--- src/verilog/apt_pkg.sv ---
// Shared constants, types and field layout of the audio port transmit block
package apt_pkg;

	// ----------------------------------------
	// Timing
	// ----------------------------------------
	localparam int unsigned CLK_PERIOD_NS = 10;
	localparam int unsigned BCLK_PERIOD_NS = 160;
	localparam int unsigned BCLK_HALF_CYC = BCLK_PERIOD_NS / (2 * CLK_PERIOD_NS);
	localparam logic [3:0] BCLK_HALF_LAST = 4'(BCLK_HALF_CYC - 1);

	// ----------------------------------------
	// Register indices (byte address is index times four)
	// ----------------------------------------
	localparam logic [7:0] IDX_PORT_CFG = 8'h1a;
	localparam logic [7:0] IDX_TX_CFG0 = 8'h1b;
	localparam logic [7:0] IDX_TX_OFFSET = 8'h1c;
	localparam logic [7:0] IDX_PIN_SEL = 8'h1d;
	localparam logic [7:0] IDX_CTRL = 8'h40;
	localparam logic [7:0] IDX_STATUS = 8'h41;

	// ----------------------------------------
	// Field positions and reset values
	// ----------------------------------------
	localparam int unsigned FMT_LSB = 6;
	localparam int unsigned CFG0_FILL_BIT = 6;
	localparam int unsigned CFG0_WIDTH_BIT = 0;
	localparam int unsigned CTRL_ENABLE_BIT = 0;
	localparam int unsigned CTRL_MASTER_BIT = 1;
	localparam int unsigned STAT_POS_LSB = 8;
	localparam logic [1:0] RST_FMT = 2'h0;
	localparam logic [7:0] RST_TX_CFG0 = 8'h00;
	localparam logic [4:0] RST_TX_OFFSET = 5'h00;
	localparam logic [7:0] RST_PIN_SEL = 8'h00;
	localparam logic [1:0] RST_CTRL = 2'h0;

	// ----------------------------------------
	// Frame layout
	// ----------------------------------------
	localparam logic [7:0] FRAME_LAST = 8'hff;
	localparam logic [8:0] FRAME_SPAN = 9'h100;
	localparam logic [8:0] HALF_SPAN = 9'h080;

	typedef enum logic [1:0] {
		FMT_TDM = 2'h0,
		FMT_I2S = 2'h1,
		FMT_LJ = 2'h2,
		FMT_RSVD = 2'h3
	} apt_fmt_t;

	typedef enum logic {
		LINK_WAIT = 1'b0,
		LINK_RUN = 1'b1
	} apt_link_t;

	typedef struct packed {
		logic valid;
		logic [2:0] ch;
		logic [4:0] bidx;
	} apt_bit_t;

	typedef struct packed {
		logic s1;
		logic s2;
	} apt_sync_t;

	typedef struct packed {
		logic [3:0] cnt;
		logic lvl;
	} apt_div_t;

endpackage

--- src/verilog/apt_tx_port.sv ---
// Audio port transmitter: frame timing, slot-0 offset and output pin steering
// Notes on behaviour
// - TDM controller, width zero: one-bclk sync
// - TDM controller, width one: two-bclk sync
// - Width setting only in TDM controller mode
// - Offset zero keeps MSB at standard spot
// - Offset N delays slot 0 by N
// - I2S/LJ offset hits left and right slot 0
// - Five-bit offset drives both output pins
// - Offset upper bits reserved, read zero
// - Select bit zero pin A, one pin B
// - Channel one at bit 0, eight at 7
// - Format codes TDM, I2S, LJ; three reserved
//
// Design decision made here: register access over APB.
`timescale 1ns/1ps
module apt_tx_port import apt_pkg::*; (
	input wire logic ref_clk_in,
	input wire logic rst_in,
	input wire logic psel_in,
	input wire logic penable_in,
	input wire logic pwrite_in,
	input wire logic [11:0] paddr_in,
	input wire logic [31:0] pwdata_in,
	output logic [31:0] prdata_out,
	output logic pready_out,
	output logic pslverr_out,
	input wire logic [255:0] ch_data_in,
	output logic frame_strobe_out,
	input wire logic bclk_in,
	output logic bclk_out,
	output logic bclk_oe_out,
	input wire logic fsync_in,
	output logic fsync_out,
	output logic fsync_oe_out,
	output logic serial_out_a_out,
	output logic serial_out_a_oe_out,
	output logic serial_out_b_out,
	output logic serial_out_b_oe_out
);

	// ----------------------------------------
	// State
	// ----------------------------------------
	typedef struct packed {
		apt_fmt_t fmt;
		logic [7:0] cfg0;
		logic [4:0] ofs;
		logic [7:0] sel;
		logic [1:0] ctrl;
		apt_link_t link;
		logic [7:0] pos;
		logic bclk_q;
		logic fs_q;
		logic [255:0] frame;
		logic a_d;
		logic a_oe_n;
		logic b_d;
		logic b_oe_n;
		logic fs_d;
		logic strobe;
		logic [31:0] rdata;
	} apt_state_t;

	localparam apt_state_t ST_RESET = '{
		fmt: apt_fmt_t'(RST_FMT),
		cfg0: RST_TX_CFG0,
		ofs: RST_TX_OFFSET,
		sel: RST_PIN_SEL,
		ctrl: RST_CTRL,
		link: LINK_WAIT,
		pos: FRAME_LAST,
		bclk_q: 1'b0,
		fs_q: 1'b0,
		frame: '0,
		a_d: 1'b0,
		a_oe_n: 1'b1,
		b_d: 1'b0,
		b_oe_n: 1'b1,
		fs_d: 1'b0,
		strobe: 1'b0,
		rdata: 32'h0000_0000
	};

	apt_state_t st_reg;
	apt_state_t st_next;

	logic bclk_sync;
	logic fsync_sync;
	logic div_bclk;
	logic div_rise;
	logic div_fall;
	logic is_master;
	logic is_enabled;

	// ----------------------------------------
	// Helpers
	// ----------------------------------------
	function automatic logic addr_ok(input logic [11:0] a);
		logic [7:0] idx;
		idx = a[9:2];
		addr_ok = 1'b0;
		if (a[1:0] == 2'h0 && a[11:10] == 2'h0) begin
			addr_ok = (idx == IDX_PORT_CFG) || (idx == IDX_TX_CFG0)
				|| (idx == IDX_TX_OFFSET) || (idx == IDX_PIN_SEL)
				|| (idx == IDX_CTRL) || (idx == IDX_STATUS);
		end
	endfunction

	function automatic logic [31:0] read_word(input apt_state_t s, input logic [11:0] a);
		logic [31:0] w;
		w = 32'h0000_0000;
		if (addr_ok(a)) begin
			unique case (a[9:2])
				IDX_PORT_CFG: begin
					w[FMT_LSB +: 2] = s.fmt;
				end
				IDX_TX_CFG0: begin
					w[7:0] = s.cfg0;
				end
				IDX_TX_OFFSET: begin
					w[4:0] = s.ofs;
				end
				IDX_PIN_SEL: begin
					w[7:0] = s.sel;
				end
				IDX_CTRL: begin
					w[1:0] = s.ctrl;
				end
				IDX_STATUS: begin
					w[0] = (s.link == LINK_RUN);
					w[STAT_POS_LSB +: 8] = s.pos;
				end
				default: begin
					w = 32'h0000_0000;
				end
			endcase
		end
		read_word = w;
	endfunction

	// Maps a frame position to the channel and bit it carries, if any
	function automatic apt_bit_t slot_decode(input logic [7:0] p, input apt_fmt_t f, input logic [4:0] o);
		logic [8:0] rel;
		logic [8:0] start;
		logic [8:0] e;
		apt_bit_t r;
		rel = (f == FMT_TDM) ? {1'b0, p} : {2'b00, p[6:0]};
		start = {8'h00, (f == FMT_I2S)};
		start = start + {4'h0, o};
		e = rel - start;
		r.valid = (rel >= start);
		r.bidx = ~e[4:0];
		if (f == FMT_TDM) begin
			r.ch = e[7:5];
		end else begin
			r.ch = {p[7], e[6:5]};
		end
		slot_decode = r;
	endfunction

	// ----------------------------------------
	// Link pins and clock source
	// ----------------------------------------
	apt_sync2 u_sync_bclk (
		.ref_clk_in(ref_clk_in),
		.rst_in(rst_in),
		.level_in(bclk_in),
		.level_out(bclk_sync)
	);

	apt_sync2 u_sync_fsync (
		.ref_clk_in(ref_clk_in),
		.rst_in(rst_in),
		.level_in(fsync_in),
		.level_out(fsync_sync)
	);

	apt_bclk_div u_div (
		.ref_clk_in(ref_clk_in),
		.rst_in(rst_in),
		.run_in(is_master & is_enabled),
		.bclk_out(div_bclk),
		.rise_out(div_rise),
		.fall_out(div_fall)
	);

	assign is_master = st_reg.ctrl[CTRL_MASTER_BIT];
	assign is_enabled = st_reg.ctrl[CTRL_ENABLE_BIT];

	// ----------------------------------------
	// Next state
	// ----------------------------------------
	always_comb begin
		logic wr;
		logic rise;
		logic fall;
		logic start;
		logic [7:0] nxt;
		logic [7:0] ahead;
		logic pin;
		logic fill_z;
		apt_bit_t bi;
		wr = 1'b0;
		rise = 1'b0;
		fall = 1'b0;
		start = 1'b0;
		nxt = 8'h00;
		ahead = 8'h00;
		pin = 1'b0;
		fill_z = 1'b0;
		bi = '0;
		st_next = st_reg;
		st_next.strobe = 1'b0;

		// Register access
		if (psel_in && !penable_in) begin
			st_next.rdata = read_word(st_reg, paddr_in);
		end
		wr = psel_in & penable_in & pwrite_in & addr_ok(paddr_in);
		if (wr) begin
			unique case (paddr_in[9:2])
				IDX_PORT_CFG: begin
					if (pwdata_in[FMT_LSB +: 2] != FMT_RSVD) begin
						st_next.fmt = apt_fmt_t'(pwdata_in[FMT_LSB +: 2]);
					end
				end
				IDX_TX_CFG0: begin
					st_next.cfg0 = pwdata_in[7:0];
				end
				IDX_TX_OFFSET: begin
					st_next.ofs = pwdata_in[4:0];
				end
				IDX_PIN_SEL: begin
					// bit n is channel n plus one
					st_next.sel = pwdata_in[7:0];
				end
				IDX_CTRL: begin
					st_next.ctrl = pwdata_in[1:0];
				end
				default: begin
					st_next.ctrl = st_reg.ctrl;
				end
			endcase
		end

		// Link clock edges
		st_next.bclk_q = bclk_sync;
		if (is_master) begin
			rise = div_rise;
			fall = div_fall;
		end else begin
			rise = bclk_sync & ~st_reg.bclk_q;
			fall = ~bclk_sync & st_reg.bclk_q;
		end

		nxt = st_reg.pos + 8'h01;
		if (rise) begin
			st_next.fs_q = fsync_sync;
			// target frames follow the external sync
			if (st_reg.fmt == FMT_I2S) begin
				start = st_reg.fs_q & ~fsync_sync;
			end else begin
				start = ~st_reg.fs_q & fsync_sync;
			end
			if (!is_master && start) begin
				nxt = 8'h00;
			end
			st_next.pos = nxt;
			// Sample words one bit ahead of frame position 0
			if (nxt == FRAME_LAST) begin
				st_next.frame = ch_data_in;
				st_next.strobe = 1'b1;
			end
		end

		unique case (st_reg.link)
			LINK_WAIT: begin
				if (is_enabled && (is_master || (rise && start))) begin
					st_next.link = LINK_RUN;
				end
			end
			LINK_RUN: begin
				if (!is_enabled) begin
					st_next.link = LINK_WAIT;
				end
			end
		endcase

		// Outputs change on the falling edge for the next position
		ahead = st_reg.pos + 8'h01;
		bi = slot_decode(ahead, st_reg.fmt, st_reg.ofs);
		fill_z = st_reg.cfg0[CFG0_FILL_BIT];
		if (st_reg.link != LINK_RUN || !is_enabled) begin
			st_next.a_d = 1'b0;
			st_next.a_oe_n = 1'b1;
			st_next.b_d = 1'b0;
			st_next.b_oe_n = 1'b1;
			st_next.fs_d = 1'b0;
		end else if (fall) begin
			pin = st_reg.sel[bi.ch];
			st_next.a_d = 1'b0;
			st_next.a_oe_n = fill_z;
			st_next.b_d = 1'b0;
			st_next.b_oe_n = fill_z;
			if (bi.valid) begin
				// steer to pin A or B
				if (pin) begin
					st_next.b_d = st_reg.frame[{bi.ch, bi.bidx}];
					st_next.b_oe_n = 1'b0;
				end else begin
					st_next.a_d = st_reg.frame[{bi.ch, bi.bidx}];
					st_next.a_oe_n = 1'b0;
				end
			end
			unique case (st_reg.fmt)
				FMT_I2S: begin
					st_next.fs_d = ahead[7];
				end
				FMT_LJ: begin
					st_next.fs_d = ~ahead[7];
				end
				default: begin
					st_next.fs_d = (ahead == 8'h00);
					// second bclk extends a started pulse
					if (st_reg.cfg0[CFG0_WIDTH_BIT] && ahead == 8'h01 && st_reg.fs_d) begin
						st_next.fs_d = 1'b1;
					end
				end
			endcase
		end
	end

	always_ff @(posedge ref_clk_in or posedge rst_in) begin
		if (rst_in) begin
			st_reg <= ST_RESET;
		end else begin
			st_reg <= st_next;
		end
	end

	// ----------------------------------------
	// Outputs
	// ----------------------------------------
	// Zero-wait slave; read data was captured in the setup cycle
	assign pready_out = 1'b1;
	assign pslverr_out = psel_in & penable_in & ~addr_ok(paddr_in);
	assign prdata_out = st_reg.rdata;
	assign frame_strobe_out = st_reg.strobe;

	// Link clock and sync are driven only as controller
	assign bclk_out = div_bclk;
	assign bclk_oe_out = ~(is_master & is_enabled);
	assign fsync_out = st_reg.fs_d;
	assign fsync_oe_out = ~(is_master & is_enabled);

	// both pins share the same offset timing
	assign serial_out_a_out = st_reg.a_d;
	assign serial_out_a_oe_out = st_reg.a_oe_n;
	assign serial_out_b_out = st_reg.b_d;
	assign serial_out_b_oe_out = st_reg.b_oe_n;

endmodule // apt_tx_port

--- src/verilog/apt_sync2.sv ---
// Two-flop synchroniser for one pin level
`timescale 1ns/1ps
module apt_sync2 import apt_pkg::*; (
	input wire logic ref_clk_in,
	input wire logic rst_in,
	input wire logic level_in,
	output logic level_out
);

	apt_sync_t sync_reg;
	apt_sync_t sync_next;

	// First stage feeds only the second stage
	always_comb begin
		sync_next.s1 = level_in;
		sync_next.s2 = sync_reg.s1;
	end

	always_ff @(posedge ref_clk_in or posedge rst_in) begin
		if (rst_in) begin
			sync_reg <= '0;
		end else begin
			sync_reg <= sync_next;
		end
	end

	assign level_out = sync_reg.s2;

endmodule // apt_sync2

--- src/verilog/apt_bclk_div.sv ---
// Bit clock divider used when the port drives the link clock
`timescale 1ns/1ps
module apt_bclk_div import apt_pkg::*; (
	input wire logic ref_clk_in,
	input wire logic rst_in,
	input wire logic run_in,
	output logic bclk_out,
	output logic rise_out,
	output logic fall_out
);

	apt_div_t div_reg;
	apt_div_t div_next;
	logic wrap;

	always_comb begin
		div_next = div_reg;
		wrap = (div_reg.cnt == BCLK_HALF_LAST);
		if (!run_in) begin
			div_next = '0;
		end else if (wrap) begin
			div_next.cnt = 4'h0;
			div_next.lvl = ~div_reg.lvl;
		end else begin
			div_next.cnt = div_reg.cnt + 4'h1;
		end
	end

	always_ff @(posedge ref_clk_in or posedge rst_in) begin
		if (rst_in) begin
			div_reg <= '0;
		end else begin
			div_reg <= div_next;
		end
	end

	// Pulses mark the last cycle before the level flips
	assign bclk_out = div_reg.lvl;
	assign rise_out = run_in & wrap & ~div_reg.lvl;
	assign fall_out = run_in & wrap & div_reg.lvl;

endmodule // apt_bclk_div

--- config.mk ---
export PLATFORM = sky130hd
export DESIGN_NAME = apt_tx_port
export DESIGN_NICKNAME = d
export VERILOG_FILES = /design/src/verilog/apt_pkg.sv /design/src/verilog/apt_tx_port.sv /design/src/verilog/apt_sync2.sv /design/src/verilog/apt_bclk_div.sv
export SDC_FILE = /design/constraint.sdc
export NUM_CORES = 1
export LEC_CHECK = 0
export BUFFER_PORTS_ARGS = -buffer_cell sky130_fd_sc_hd__buf_2
export CAP_MARGIN = 40
export CORE_ASPECT_RATIO = 0.6
export CORE_UTILIZATION = 59
export CTS_CLUSTER_SIZE = 28
export DETAILED_ROUTE_END_ITERATION = 8
export PLACE_DENSITY = 0.87
export SYNTH_ARGS = -nofsm -noshare
export SYNTH_HDL_FRONTEND = slang
export SYNTH_SLANG_ARGS = --single-unit
--- constraint.sdc ---
create_clock -name ref_clk_in -period 20.4 [get_ports ref_clk_in]
set_input_delay 2.04 -clock ref_clk_in [delete_from_list [all_inputs] [get_ports ref_clk_in]]
set_output_delay 2.04 -clock ref_clk_in [all_outputs]
set_load 0.02 [all_outputs]
==> flow_summary.ini, run 1 <==
[routing]
wl_met1_um = 16500
drtPass1Iterations = 5
routed-via-count = 10500
ant_nets = 0
wl_met3_um = 3090
route.top_layer_used = met5
drc = 0
wl_met2_um = 17700
wire_per_inst_um = 21.4
wirelength_um = 38000
viasPerCell = 5.90
drt_iter0_markers = 788

[setup_path]
endpoint_kind = output port
worstSetupPathType = input port to output port
r2r_slack_ns = 15.59
crit_required_ns = 18.36
r2r_cells = 14
worstPathArrival_ns = 3.52
critical_path.startpoint = paddr_in[4]
start_kind = input port
rr_startpoint = st_reg[329]$_DFFE_PP0P_
crit_fanout = 5
cp-endpoint = pslverr_out
r2r_end = serial_out_b_out$_DFFE_PP0P_

[clocking]
cts_buffers = 29
insertion_delay_ns = 0.55
hold_buffers = 0
cts_tree = built
htree_levels = 1
clk_root_buffer_cell = clkbuf_16
clk_path_buf_depth = 3
clock-sinks = 323
cts_resized = 0
clk_pin_slew_worst_paths_ns = 0.07
postCtsSetupBuffers = 0

[logic_synthesis]
synth-compound-area-share_pct = 5.02
synth_top_family_by_area = multiplexers
synthMuxAreaShare_pct = 32.0
syn_area_um2 = 15800
avgSynthCellArea_um2 = 14.2
async_flop_share_pct = 100
synth_cells = 1112
synthFlopType = dfrtp_1
yosys.area_share.xor_xnor_pct = 1.20
synth_cell_types = 67
synth-seq-cells = 323
ys_seq_area_share_pct = 51.3
yosys.area_share.simple_pct = 4.54
yosysWarnings = 0
synthAdderAreaFrac_pct = 1.32
synth_edf_count = 0

[cells_and_area]
area_growth_pct = 17.1
layout-drive-gt1-share_pct = 36.2
largest_reg_flops = 290
fin_cells = 1779
fin_nets = 1714

[placed_design]
dpl.hpwl_um = 27900
placed_cells = 1712
portBuffers = 308
gp_congestion = 0.814

[floorplan]
fp.dieH_um = 129
core_um2 = 25800
chipWidth_um = 213
initial_core_util_pct = 61.2
rows = 45
io_pins = 350
die-area_um2 = 27400

[pwr]
irDropWorstVdd_v = 0.0000779
p_leak_nw = 9.49
powerDensity_nw_per_um2 = 85.6

[grt]
gr-usage-all-layers_pct = 28.6
grt_max_degree = 85
grt_overflow = 0
grt_pass1_wl_um = 59800
antenna_found_initial = 14
first_global_vias = 10900

[timing]
fin_skew_ns = 0.0121
rsz0062_at_grt = no
setup_viol = 0
worst_pin_slew_ns = 0.801
relSlewSlack_pct = 46.0
setup_tns_ns = 0
fmax_ghz = 0.180
hold_viol = 0
slew_violations = 0
whs_ns = 0.354
period_needed_ns = 5.56
fin_crit_sh_pct = 27.3

[hold_path]
hold_path.class = flop to flop
whs_path_depth = 0

[run]
maxCapViolCount = 0

[outcome]
status = complete, no violations
==> cell usage after synthesis (3+ instances only) <==
cell type	instances	area [µm²]
nand3_1	10	50.1
o21ai_0	16	80.1
or2_2	4	25.0
a221oi_1	4	35.0
nand4_1	3	18.8
dfrtp_1	313	7830
a222oi_1	3	30.0
a2111oi_0	3	26.3
buf_4	55	413
a22o_1	10	87.6
nor4_1	3	18.8
nor3_1	10	50.1
mux4_2	65	1460
xnor2_1	7	61.3
mux2i_1	35	350
a21oi_1	17	85.1
buf_2	11	55.1
dfstp_2	10	263
nand2_1	47	176
a311oi_1	3	26.3
xor2_1	11	96.3
a211oi_1	3	22.5
nor3b_1	3	22.5
mux2_2	47	529
o31ai_1	5	37.5
nor2b_1	9	56.3
a21o_1	4	30.0
nand2b_1	7	43.8
mux2_1	240	2700
clkbuf_1	18	67.6
ha_1	15	188
a31oi_1	7	43.8
and3_1	5	31.3
a22oi_1	17	128
buf_6	12	135
inv_1	14	52.6
nor2_1	27	101
==> area by class of cell <==
| cell class | count | area [µm²] |
|---|---|---|
| Inverter | 14 | 60.1 |
| Multi-Input combinational cell | 692 | 7060 |
| Tap cell | 352 | 440 |
| Clock buffer | 45 | 846 |
| Sequential cell | 323 | 8100 |
| Antenna cell | 14 | 35.0 |
| Fill cell | 1723 | 7300 |
| Clock inverter | 8 | 101 |
| Timing Repair Buffer | 331 | 1850 |
==> per-layer routing <==
| metal | vias to the layer above | GRT usage, % |
|---|---|---|
| li1 | 4644 | - |
| met1 | 5413 | 40.0 |
| met2 | 371 | 44.8 |
| met3 | 68 | 8.20 |
| met4 | 4 | 6.30 |
| met5 | - | 0 |
==> cell families after synthesis <==
| family | Yosys count |
|---|---|
| xor gates and xnor gates | 20 |
| adders and majority gates | 16 |
| and+or+nand+nor | 143 |
| other | 2 |
| muxes | 387 |
| buffers and inverters | 112 |
| DFF | 323 |
| AOI/OAI and AO/OA | 109 |
==> cell usage in the layout (no fill, tap or decap), types with 11 or more instances in the layout <==
cell | synthesis | final
dfrtp_1 | 313 | 313
buf_2 | 11 | 309
mux2_1 | 240 | 240
mux4_2 | 65 | 65
nand2_1 | 47 | 47
mux2_2 | 47 | 47
mux2i_1 | 35 | 35
clkbuf_16 | 0 | 29
nor2_1 | 27 | 27
a21oi_1 | 17 | 17
a22oi_1 | 17 | 17
conb_1 | 2 | 17
o21ai_0 | 16 | 16
diode_2 | 0 | 14
ha_1 | 15 | 14
inv_1 | 14 | 13
buf_4 | 55 | 13
xor2_1 | 11 | 11
==> critical path, stage by stage <==
cell and delay [ns]:
buf_2 0.12, nor4b_1 0.38, nand2_1 0.20, a21o_1 0.22, a21oi_1 0.14, inv_1 0.09, and3_1 0.18, buf_2 0.15
==> how the worst min path moves through the flow <==
stage | from | end
finish | u_sync_bclk.sync_next[0]$_DFF_PP0_ | u_sync_bclk.level_out$_DFF_PP0_
global route | u_sync_fsync.sync_next[0]$_DFF_PP0_ | u_sync_fsync.level_out$_DFF_PP0_
CTS | u_sync_fsync.sync_next[0]$_DFF_PP0_ | u_sync_fsync.level_out$_DFF_PP0_
detailed placement | u_sync_fsync.sync_next[0]$_DFF_PP0_ | u_sync_fsync.level_out$_DFF_PP0_
global placement | u_sync_bclk.sync_next[0]$_DFF_PP0_ | u_sync_bclk.level_out$_DFF_PP0_
floorplan | u_sync_bclk.sync_next[0]$_DFF_PP0_ | u_sync_bclk.level_out$_DFF_PP0_
==> stage by stage <==
step | instance area [µm²] | utilization [%] | worst slack, ns | power, mW
after floorplan | 15800 | - | 9.44 | 0.925
after global placement | 17300 | 67.1 | 14.99 | 1.03
after detailed placement | 17500 | 67.9 | 14.97 | 1.04
after CTS | 18500 | 71.6 | 14.84 | 1.59
after global routing | 18500 | 71.6 | 14.75 | 1.65
final | 18500 | 71.7 | 14.84 | 1.58
==> power by group <==
group,switching [mW],internal (mW),total (mW)
clock network,0.238,0.311,0.548
logic,0.225,0.156,0.381
registers,0.00676,0.646,0.652
total,0.470,1.11,1.58
Note: power is estimated with default switching activity, not from simulation.
==> inputs of run 2 (changes only) <==
--- a/config.mk
+++ b/config.mk
@@ -5,13 +5,14 @@
 export SDC_FILE = /design/constraint.sdc
 export NUM_CORES = 1
 export LEC_CHECK = 0
+export ABC_AREA = 1
 export BUFFER_PORTS_ARGS = -buffer_cell sky130_fd_sc_hd__buf_2
 export CAP_MARGIN = 40
 export CORE_ASPECT_RATIO = 0.6
-export CORE_UTILIZATION = 59
+export CORE_UTILIZATION = 50
 export CTS_CLUSTER_SIZE = 28
 export DETAILED_ROUTE_END_ITERATION = 8
-export PLACE_DENSITY = 0.87
+export PLACE_DENSITY = 0.78
 export SYNTH_ARGS = -nofsm -noshare
 export SYNTH_HDL_FRONTEND = slang
 export SYNTH_SLANG_ARGS = --single-unit
==> constraint.sdc (replaced) <==
create_clock -name ref_clk_in -period 5.11 [get_ports ref_clk_in]
set_input_delay 0.511 -clock ref_clk_in [delete_from_list [all_inputs] [get_ports ref_clk_in]]
set_output_delay 0.511 -clock ref_clk_in [all_outputs]
set_load 0.02 [all_outputs]
==> run 2 against run 1 <==
Against the previous run: clock power rose to 4.1 times the previous value; cell count up 63%; wire length up 26%; count of clock-buffer cells in the layout unchanged; clock skew up 0.018 ns; critical path type is now flop to flop; highest routed layer is now met4.
==> flow_summary.ini, run 2 <==
[logic_synthesis]
synth_cells = 2238
post-synth-top-count-cell = nand2_1
yosys.area.top_type = dfrtp_1
syn_area_um2 = 16300
synth_cell_types = 43
synth_edf_count = 0
synth_top_area_share_pct = 48.0
ys_top_cells_by_count = nand2_1, dfrtp_1, nand3_1
async_flop_share_pct = 100
synthFlopType = dfrtp_1
synthTopCellsByArea = dfrtp_1, nand2_1, nand3_1, o21ai_0, inv_1
avgSynthCellArea_um2 = 7.30
synth-seq-cells = 323
ys_seq_area_share_pct = 49.6
yosysWarnings = 0

[floorplan]
fp.dieH_um = 142
initial_core_util_pct = 51.6
chipWidth_um = 235
core_um2 = 31700
die-area_um2 = 33400
rows = 50
io_pins = 350

[timing]
fmax_ghz = 0.252
worst_pin_slew_ns = 1.33
setup_viol = 0
fin_crit_sh_pct = 77.8
fin_skew_ns = 0.0299
hold_viol = 0
period_needed_ns = 3.98
rsz0062_at_grt = no
slew_violations = 0
relSlewSlack_pct = 11.2
setup_tns_ns = 0
whs_ns = 0.0367

[pwr]
irDropWorstVdd_v = 0.000344
powerDensity_nw_per_um2 = 418
p_leak_nw = 10.2
p_sw_mw = 3.16
p_sw_share_pct = 39.9
pwr-share-seq_pct = 33.0
p_int_mw = 4.75
power_frac_clock_pct = 28.6
combPwrFrac_pct = 38.3

[routing]
wire_per_inst_um = 16.4
drc = 0
viasPerCell = 5.30
wirelength_um = 47800
drt_iter0_markers = 1502
ant_nets = 0
routed-via-count = 15400
drtPass1Iterations = 5

[clocking]
hold_buffers = 0
insertion_delay_ns = 0.58
cts_buffers = 31
clk_path_buf_depth = 3
cts_resized = 0
clk_root_buffer_cell = clkbuf_16
cts_tree = built
postCtsSetupBuffers = 0
clk_pin_slew_worst_paths_ns = 0.06
htree_levels = 1
clock-sinks = 323

[hold_path]
whs_path_depth = 1
hold_path.class = input port to flop

[setup_path]
worstSetupPathType = flop to flop
slowest_delay_ns = 0.70
crit_fanout = 39
r2r_cells = 19
path_buf_inv = 4
start_kind = flop
crit_required_ns = 5.58
cpMostUsedCell = nand3_1
cp_cell_sequence = inv_1 > ha_1 > ha_1 > ha_1 > inv_1 > fa_4 > inv_2 > buf_12 > nand3_1 > nand2_1 > nand2_1 > nand3_1 > nand3_1 > nand3_1 > nand3_1 > nand3_1 > nand2_1 > nand2_1 > nand2_1
critPathTopFamily = adder cells
crit_slowest_cell = fa_4
worstPathArrival_ns = 4.45
path_depth = 19
endpoint_kind = flop

[placed_design]
portBuffers = 308
dpl-instance-area_um2 = 17900
dpl.hpwl_um = 32500
gp_congestion = 0.870

[cells_and_area]
fillers = 2875
largest_reg_flops = 290
final_area_um2 = 18900
fin_nets = 2791
seqCellArea_um2 = 8100
multiInputGateArea_um2 = 7100
layout-drive-gt1-share_pct = 16.5
mostFrequentLayoutCells = nand2_1, dfrtp_1, buf_2
final_common_cell = nand2_1
area_growth_pct = 15.7

[grt]
first_global_vias = 14700
antenna_found_initial = 2
gr-usage-all-layers_pct = 28.7
grt_max_degree = 253
grt_pass1_wl_um = 76700
grt_overflow = 0

[run]
maxCapViolCount = 0

[outcome]
status = complete, no violations
==> run 2: cell count changes after synthesis, moves of 23 or more <==
| cell | previous run | this run |
|---|---|---|
| nand3_1 | 10 | 230 |
| mux2_2 | 47 | 0 |
| mux2i_1 | 35 | 0 |
| buf_2 | 11 | 35 |
| clkbuf_1 | 18 | 41 |
| o21ai_0 | 16 | 68 |
| mux2_1 | 240 | 0 |
| nand2_1 | 47 | 1262 |
| inv_1 | 14 | 85 |
| mux4_2 | 65 | 0 |
==> run 2: path summary, 6_finish.rpt <==
kind / start / to / slack [ns]
setup / recovery: st_reg[329]$_DFFE_PP0P_ / serial_out_a_out$_DFFE_PP0P_ / 1.13
hold / removal: bclk_in / u_sync_bclk.sync_next[0]$_DFF_PP0_ / 0.04
setup reg to reg: st_reg[329]$_DFFE_PP0P_ / serial_out_a_out$_DFFE_PP0P_ / 1.13
hold reg to reg: u_sync_fsync.sync_next[0]$_DFF_PP0_ / u_sync_fsync.level_out$_DFF_PP0_ / 0.35
max in group asynchronous: rst_in / st_reg[277]$_DFFE_PP0P_ / 4.14
min in group asynchronous: rst_in / st_reg[96]$_DFFE_PP0P_ / 0.12
==> run 2: layout make-up <==
type	instances	share of cell area, %
multi-input cells	1692	37.6
diodes	2	0.0265
flip-flops and latches	323	42.8
well taps	416	2.75
repair buffers	329	9.64
clock buffers	45	4.97
inverters	91	1.88
clock inverters	10	0.298
==> run 2: cells by family (layout without fill, tap and decap cells) <==
group	count (synthesis)	in the layout	synth area share (%)
other cells	2	19	0.0460
xor+xnor	5	5	0.268
simple gates	1550	1550	37.8
buf+inv	238	475	7.52
compound gates	104	104	3.56
flops	323	323	49.6
fa+ha+maj	16	16	1.27
==> run 2: power by group through the flow <==
stage / Sequential (mW) / Clock (mW) / Combinational, mW
finish: 2.61 / 2.26 / 3.03
global route: 2.61 / 2.41 / 3.34
CTS: 2.61 / 2.31 / 3.04
detailed placement: 2.66 / 0 / 3.02
global placement: 2.66 / 0 / 2.95
floorplan: 2.66 / 0 / 1.89
==> run 2: per-layer routing <==
| layer | global-route usage [%] | part of all wire, % |
|---|---|---|
| met4 | 6.74 | 1.9 |
| met2 | 44.4 | 45 |
| met3 | 6.42 | 8.5 |
| met1 | 41.3 | 45 |
| met5 | 0 | 0 |
==> run 2: metrics by stage <==
step           power, mW  worst slack (ns)  cells  util (%)
2_1_floorplan       4.55             0.298   2253         -
3_3_place_gp        5.61              1.14   2848      56.3
3_5_place_dp        5.68              1.17   2851      56.5
4_1_cts             7.96              1.14   2906      59.7
5_1_grt             8.37             0.868   2907      59.7
6_report            7.91              1.13   2908      59.7
